===== config.mk =====
export PLATFORM = sky130hd
export DESIGN_NAME = sdm_address_mapper
export DESIGN_NICKNAME = d
export VERILOG_FILES = /design/src/common/sdm_pkg.sv /design/src/logic/sdm_address_mapper.sv /design/src/logic/sdm_field_extract.sv
export VERILOG_INCLUDE_DIRS = /design/src /design/src/common
export SDC_FILE = /design/constraint.sdc
export NUM_CORES = 1
export LEC_CHECK = 0
export BUFFER_PORTS_ARGS = -buffer_cell sky130_fd_sc_hd__buf_2
export CAP_MARGIN = 0
export CORE_ASPECT_RATIO = 0.5
export CORE_MARGIN = 2
export CORE_UTILIZATION = 25
export DETAILED_ROUTE_END_ITERATION = 6
export PLACE_DENSITY_LB_ADDON = 0.2
export SLEW_MARGIN = 20
export SYNTH_ARGS = -nofsm -noshare
export SYNTH_HDL_FRONTEND = slang
export SYNTH_SLANG_ARGS = --single-unit

===== constraint.sdc =====
create_clock -name clk -period 2.2 [get_ports clk]
set_clock_uncertainty 0.05 [all_clocks]
set_input_delay 0 -clock clk [delete_from_list [all_inputs] [get_ports clk]]
set_output_delay 0 -clock clk [all_outputs]
set_load 0.01 [all_outputs]

===== src/common/sdm_consts.svh =====
// Purpose: constants for the sdram address mapper
// Assumes: included by bare name from the mapper, the field extractor and the bench top
// Notes:   definitions only
`ifndef SDM_CONSTS_SVH
`define SDM_CONSTS_SVH

// flat system address width
`define SDM_ADDR_W       28
// width of a shift amount into the address
`define SDM_LSB_W        5
// width of a field-width count
`define SDM_CNT_W        4
// byte offset widths per data bus width
`define SDM_OFF_BITS_32  4'h2
`define SDM_OFF_BITS_16  4'h1
// column field is 8 bits plus the column code
`define SDM_COL_BASE     4'h8
// row field is 11 bits plus the row code
`define SDM_ROW_BASE     4'hB
// row code with no defined geometry
`define SDM_ROW_RSVD     2'h3
// row code the reserved one falls back to (8K rows)
`define SDM_ROW_MAX      2'h2
// bank field width
`define SDM_BANK_BITS    4'h2
// widest column and row fields
`define SDM_COL_W        11
`define SDM_ROW_W        13

`endif


===== src/common/sdm_pkg.sv =====
// Purpose: shared types of the sdram address mapper
// Assumes: nothing
// Notes:   numeric constants live in sdm_consts.svh
package sdm_pkg;

	// memory data bus width selection
	typedef enum logic {
		SDM_BUS16,
		SDM_BUS32
	} sdm_bus_t;

	// column count selection
	typedef enum logic [1:0] {
		SDM_COL256,
		SDM_COL512,
		SDM_COL1024,
		SDM_COL2048
	} sdm_col_t;

	// row count selection
	typedef enum logic [1:0] {
		SDM_ROW2K,
		SDM_ROW4K,
		SDM_ROW8K,
		SDM_ROWRSVD
	} sdm_row_t;

endpackage


===== src/logic/sdm_address_mapper.sv =====
// Purpose: split a flat address into offset, column, row and bank
// Assumes: configuration inputs are stable while requests flow
// Notes:   one cycle from request to registered decode
`timescale 1ns/1ps
`include "sdm_consts.svh"

module sdm_address_mapper
	import sdm_pkg::*;
#(
	parameter int ADDR_W = `SDM_ADDR_W
) (
	// clock, reset, enable
	input  wire logic              clk,
	input  wire logic              nrst,
	input  wire logic              ce,
	// geometry configuration
	input  wire sdm_bus_t          busWidth,
	input  wire sdm_col_t          colCount,
	input  wire sdm_row_t          rowCount,
	// address request
	input  wire logic              reqValid,
	input  wire logic [ADDR_W-1:0] addrIn,
	// decoded fields
	output logic                   decodeValid,
	output logic [1:0]             byteOffset,
	output logic [`SDM_COL_W-1:0]  column,
	output logic [`SDM_ROW_W-1:0]  row,
	output logic [1:0]             bankField,
	output logic                   cfgError,
	// sdram bank-select pins
	output logic                   bankSel1,
	output logic                   bankSel0
);

	logic [`SDM_CNT_W-1:0] offBits;
	logic [`SDM_CNT_W-1:0] colBits;
	logic [`SDM_CNT_W-1:0] rowBits;
	logic [1:0]            rowCode;
	logic [`SDM_LSB_W-1:0] colLsb;
	logic [`SDM_LSB_W-1:0] rowLsb;
	logic [`SDM_LSB_W-1:0] bankLsb;
	logic [`SDM_COL_W-1:0] colRaw;
	logic [`SDM_ROW_W-1:0] rowRaw;
	logic [1:0]            bankRaw;
	logic [1:0]            offRaw;

	logic                  next_decodeValid;
	logic [1:0]            next_byteOffset;
	logic [`SDM_COL_W-1:0] next_column;
	logic [`SDM_ROW_W-1:0] next_row;
	logic [1:0]            next_bankField;
	logic                  next_cfgError;

	// field widths and positions from the geometry
	always_comb begin
		// only the two supported widths pick an offset size
		if (busWidth == SDM_BUS32) begin
			offBits = `SDM_OFF_BITS_32;
		end else begin
			offBits = `SDM_OFF_BITS_16;
		end
		colBits = `SDM_COL_BASE + `SDM_CNT_W'(colCount);
		// reserved row code decodes as the widest row
		if (rowCount == `SDM_ROW_RSVD) begin
			rowCode = `SDM_ROW_MAX;
		end else begin
			rowCode = rowCount;
		end
		rowBits = `SDM_ROW_BASE + `SDM_CNT_W'(rowCode);
		colLsb  = `SDM_LSB_W'(offBits);
		rowLsb  = colLsb + `SDM_LSB_W'(colBits);
		bankLsb = rowLsb + `SDM_LSB_W'(rowBits);
	end

	// byte offset bits, high bit unused on the 16-bit bus
	always_comb begin
		if (busWidth == SDM_BUS32) begin
			offRaw = addrIn[1:0];
		end else begin
			offRaw = {1'b0, addrIn[0]};
		end
	end

	// column field extractor
	sdm_field_extract #(
		.ADDR_W  (ADDR_W),
		.FIELD_W (`SDM_COL_W)
	) u_col (
		.addr  (addrIn),
		.lsb   (colLsb),
		.width (colBits),
		.field (colRaw)
	);

	// row field extractor
	sdm_field_extract #(
		.ADDR_W  (ADDR_W),
		.FIELD_W (`SDM_ROW_W)
	) u_row (
		.addr  (addrIn),
		.lsb   (rowLsb),
		.width (rowBits),
		.field (rowRaw)
	);

	// bank extractor masks off everything above the bank
	sdm_field_extract #(
		.ADDR_W  (ADDR_W),
		.FIELD_W (2)
	) u_bank (
		.addr  (addrIn),
		.lsb   (bankLsb),
		.width (`SDM_BANK_BITS),
		.field (bankRaw)
	);

	// next decode values; fields hold between requests
	always_comb begin
		next_decodeValid = reqValid;
		next_byteOffset  = byteOffset;
		next_column      = column;
		next_row         = row;
		next_bankField   = bankField;
		next_cfgError    = cfgError;
		if (reqValid) begin
			next_byteOffset = offRaw;
			next_column     = colRaw;
			next_row        = rowRaw;
			next_bankField  = bankRaw;
			next_cfgError   = (rowCount == `SDM_ROW_RSVD);
		end
	end

	// decode registers, frozen while ce is low
	always_ff @(posedge clk or negedge nrst) begin
		if (!nrst) begin
			decodeValid <= 1'b0;
			byteOffset  <= 2'h0;
			column      <= 11'h000;
			row         <= 13'h0000;
			bankField   <= 2'h0;
			cfgError    <= 1'b0;
		end else if (ce) begin
			decodeValid <= next_decodeValid;
			byteOffset  <= next_byteOffset;
			column      <= next_column;
			row         <= next_row;
			bankField   <= next_bankField;
			cfgError    <= next_cfgError;
		end
	end

	// bank pins follow the registered bank field
	assign bankSel1 = bankField[1];
	assign bankSel0 = bankField[0];

	logic take;
	assign take = ce && reqValid;

	a_valid_follow: assert property (
		@(posedge clk) disable iff (!nrst)
		ce |=> (decodeValid == $past(reqValid))
	) else $error("decode valid does not follow request");

	a_offset_w32: assert property (
		@(posedge clk) disable iff (!nrst)
		take && busWidth == SDM_BUS32 |=>
			byteOffset == $past(addrIn[1:0])
	) else $error("32-bit byte offset wrong");

	a_offset_w16: assert property (
		@(posedge clk) disable iff (!nrst)
		take && busWidth == SDM_BUS16 |=>
			byteOffset == {1'b0, $past(addrIn[0])}
	) else $error("16-bit byte offset wrong");

	a_column_pos: assert property (
		@(posedge clk) disable iff (!nrst)
		take |=> column == `SDM_COL_W'(
			($past(addrIn) >> ($past(busWidth) == SDM_BUS32 ? 2 : 1))
			& ((1 << (8 + $past(colCount))) - 1))
	) else $error("column field misplaced");

	a_row_pos: assert property (
		@(posedge clk) disable iff (!nrst)
		take && rowCount != `SDM_ROW_RSVD |=> row == `SDM_ROW_W'(
			($past(addrIn) >> (($past(busWidth) == SDM_BUS32 ? 2 : 1)
				+ 8 + $past(colCount)))
			& ((1 << (11 + $past(rowCount))) - 1))
	) else $error("row field misplaced");

	a_bank_pos: assert property (
		@(posedge clk) disable iff (!nrst)
		take && rowCount != `SDM_ROW_RSVD |=> bankField == 2'(
			$past(addrIn) >> (($past(busWidth) == SDM_BUS32 ? 2 : 1)
				+ 19 + $past(colCount) + $past(rowCount)))
	) else $error("bank field misplaced");

	a_bank_pins: assert property (
		@(posedge clk) disable iff (!nrst)
		take |=> {bankSel1, bankSel0} == $past(bankRaw)
	) else $error("bank pins do not carry decoded bank");

	a_off_narrow: assert property (
		@(posedge clk) disable iff (!nrst)
		take && busWidth == SDM_BUS16 |=> !byteOffset[1]
	) else $error("16-bit offset uses two bits");

	a_upper_ignored: assert property (
		@(posedge clk) disable iff (!nrst)
		take |=> bankField == 2'(
			$past(addrIn) >> (($past(busWidth) == SDM_BUS32 ? 2 : 1)
				+ 19 + $past(colCount)
				+ ($past(rowCount) == SDM_ROWRSVD ? 2 : $past(rowCount))))
	) else $error("bits above bank leak into decode");

endmodule


===== src/logic/sdm_field_extract.sv =====
// Purpose: pull a variable-width field out of an address
// Assumes: lsb and width stay inside the address
// Notes:   purely combinational
`timescale 1ns/1ps
`include "sdm_consts.svh"

module sdm_field_extract
	import sdm_pkg::*;
#(
	parameter int ADDR_W  = `SDM_ADDR_W,
	parameter int FIELD_W = `SDM_ROW_W
) (
	// source address
	input  wire logic [ADDR_W-1:0]    addr,
	// field position and size
	input  wire logic [`SDM_LSB_W-1:0] lsb,
	input  wire logic [`SDM_CNT_W-1:0] width,
	// extracted field, upper bits zero
	output logic      [FIELD_W-1:0]   field
);

	// all-ones mask of the given width
	function automatic logic [ADDR_W-1:0] width_mask(
		input logic [`SDM_CNT_W-1:0] w
	);
		logic [ADDR_W-1:0] one;
		one = {{(ADDR_W-1){1'b0}}, 1'b1};
		width_mask = (one << w) - one;
	endfunction

	logic [ADDR_W-1:0] shifted;

	// shift down then mask to the field width
	always_comb begin
		shifted = (addr >> lsb) & width_mask(width);
		field = shifted[FIELD_W-1:0];
	end

endmodule


==> impl_metrics.csv <==
group,metric,value,unit
power_and_ir_drop,p_leak,1.52,nW
critical_path,reg2reg_from,"bankField[0]",
detailed_routing,wl_per_cell,14.8,um
detailed_routing,ant_nets,0,
critical_path,crit_end,"bankField[1]",
power_and_ir_drop,ir_worst_vdd,0.000373,V
detailed_routing,routed_wl,6270,um
die,dieArea,0.00980,mm^2
clocking,cts-buffers-inserted,5,
clocking,clk_pin_slew,50,ps
clocking,clockBufferDepth,2,
critical_path,cp_top_family,"adder cells",
global_routing,grt_use_met1,18.4,%
die,start_util,25.8,%
worst_hold_path,hold_path.class,"in -> reg",
die,chipWidth,138,um
critical_path,r2r-end,"bankField[0]",
timing,hold_viol,0,
detailed_routing,drt_first_iter_violations,138,
die,ios,69,
finish,drive_gt1_share,36.4,%
finish,syn2layout_area_growth,38.9,%
global_routing,use_met2,21.5,%
power_and_ir_drop,power.density,714,mW/mm^2
critical_path,critPathLaunchType,"primary input",
synth,yosys_warnings,0,
synth,yosysTopAreaCell,"dfrtp_1",
synth,yosysMostFrequentCell,"mux2i_1",
placed_design,hpwl,4820,um
placed_design,post-place-ws,-246,ps
critical_path,rrSetupSlack,1350,ps
synth,seq_area_frac_synth,33.4,%
finish,antenna_cells,0,
critical_path,worst-path-max-fanout,2,
die,coreArea,0.00871,mm^2
critical_path,cp-end-kind,"flop",
critical_path,crit_type,"in -> reg",
detailed_routing,drc,0,
placed_design,port_buffers,68,
global_routing,globalRouteOverflowTotal,0,
synth,syn_area,0.00224,mm^2
status,outcome,"finished clean",
synth,synth-edff-count,0,
placed_design,place.gp.congestion,0.869,
critical_path,reg2regPathDepth,2,
global_routing,grt.met3_usage,3.66,%
timing,layout_setup_ws,81.0,ps
timing,setup_viol,0,
timing,finalMaxSlewViolations,0,
synth,synthTopCellsByCount,"mux2i_1, nand2_1, dfrtp_1",
global_routing,antenna_found_initial,0,
synth,async_flop_share,100,%
clocking,tritoncts,"done",
critical_path,cpPeakStageDelay,530,ps
finish,final_nets,351,
global_routing,grt_pass1_vias,2018,
timing,period_needed,2120,ps
run,cap_violations,0,
detailed_routing,drtPass1Iterations,4,
clocking,cts_root_buf,"clkbuf_16",
critical_path,critPathRequiredTime,2300,ps
critical_path,crit_path_frequent_cell,"fa_2",
clocking,clock_sinks,30,
global_routing,grtUsageTotal,13.4,%
clocking,htreeDepth,2,
synth,synth_cell_type_count,37,
timing,max_freq,0.472,GHz
global_routing,grt_pass1_wl,10600,um
synth,synth.avg_cell_area,10.1,um^2
detailed_routing,num_vias,2035,
timing,relSlewSlack,51.8,%
synth,synthCells,222,
global_routing,top_usage_layer,"met2",
critical_path,critPathArrivalTime,2220,ps
detailed_routing,vias_per_cell,4.79,
die,fp-row-count,24,
critical_path,critPathLaunch,"busWidth",
timing,grt_setup_unrepaired,"false",
synth,synth_top_area_share,33.4,%
timing,fin_crit_sh,96.3,%
critical_path,cpMaxStageDelayCell,"mux4_2",
timing,worst_pin_slew,723,ps
critical_path,path_cells,"buf_6 -> inv_16 -> ha_4 -> inv_2 -> fa_2 -> fa_2 -> xnor2_4 -> mux4_2 -> o21ai_1 -> o22ai_1",
critical_path,timing.critical_path.buf_inv,3,
timing,whs,0.737,ps
global_routing,grt_max_degree,41,
critical_path,crit_cells,10,
synth,synthTopCellsByArea,"dfrtp_1, mux2i_1, mux4_2",
die,die_y,71,um
worst_hold_path,hold_path_depth,3,
clocking,insertion_delay,270,ps
synth,ys_ff_latch,30,
synth,synth_ff_type,"dfrtp_1",
## worst reg2reg max path: stages, from the launching register on
cell       delay [ps]
dfrtp_1           400
mux2i_1           150
o2111ai_1         110
## power by group
part	switching [W]	total, W	leakage [nW]	internal (W)
Clock	0.000240	0.000687	0.0729	0.000447
Sequential	0.0000493	0.000696	0.377	0.000646
Combinational	0.000427	0.000846	1.08	0.000419
Total	0.000716	0.00223	1.52	0.00151
## stage by stage
stage               total power, W  std cells  cell area, um^2  utilization (%)  setup TNS (ps)
floorplan                  0.00123        223             2330                -           -31.6
global placement           0.00150        404             2810             32.3            -431
detailed placement         0.00151        404             2810             32.3            -461
CTS                        0.00224        424             3090             35.4               0
global route               0.00238        425             3120             35.8               0
finish                     0.00223        425             3120             35.8               0
## worst min-delay path by stage
| stage | slack, ps | endpoint | from |
|---|---|---|---|
| 6_report | 0.7 | column[6] | addrIn[7] |
| 2_1_floorplan | -350 | bankField[0] | nrst |
| 3_3_place_gp | 40 | row[12] | nrst |
| 3_5_place_dp | 50 | row[12] | nrst |
| 4_1_cts | 3 | column[6] | addrIn[7] |
| 5_1_grt | 20 | column[6] | addrIn[7] |
## state kept, by name, summed over array words and instances, names as in the netlist
signal,flops
bankField,2
byteOffset,2
cfgError,1
row,13
column,11
decodeValid,1
## timing repair
action | 4_1_cts | 5_1_grt
gates resized for setup | 0 | 6
hold endpoints to repair | 39 | 0
buffers inserted | 0 | 1
hold buffers | 12 | 0
setup endpoints to repair | 0 | 2
## cell type report
class | instances | area (um^2)
Fill cell | 934 | 5590
Clock inverter | 2 | 12.5
Sequential cell | 30 | 751
Inverter | 10 | 53.8
Tap cell | 117 | 146
Multi-Input combinational cell | 165 | 1410
Timing Repair Buffer | 95 | 604
Clock buffer | 6 | 139
## metal layers
layer,wire [um],part of all wire [%]
met5,0,0
met4,60,0.96
met3,265,4.2
met2,2810,45
met1,3130,50
## kinds of logic after synthesis
group                    share of synthesized area [%]
adder cells (fa/ha/maj)                           4.57
buffers and inverters                             6.35
AO/OA/AOI/OAI                                     11.8
XOR/XNOR                                         0.390
AND/OR/NAND/NOR                                   10.9
multiplexers                                      32.4
other                                            0.167
flip-flops                                        33.4
## placed cells by master (no fill, tap or decap), types with 2 or more instances in the layout
master	Yosys	layout
buf_4	4	13
nor2_1	4	4
nand2_1	37	37
o211ai_1	2	2
inv_2	2	4
a31oi_1	3	3
clkbuf_16	0	5
fa_2	0	2
dfrtp_1	30	30
buf_12	0	2
nand3_1	5	5
inv_1	8	5
conb_1	1	2
ha_1	5	3
mux4_1	4	4
o2111ai_1	3	3
o31ai_1	2	2
mux2i_2	0	2
buf_2	6	67
ha_4	0	2
o21ai_0	16	16
mux2i_1	42	40
dlygate4sd3_1	0	12
mux4_2	9	9
o21ai_1	11	11
and2_1	2	2
nor4_1	2	2
a22oi_1	2	2
No activity file was read; power rests on OpenSTA's default activity.
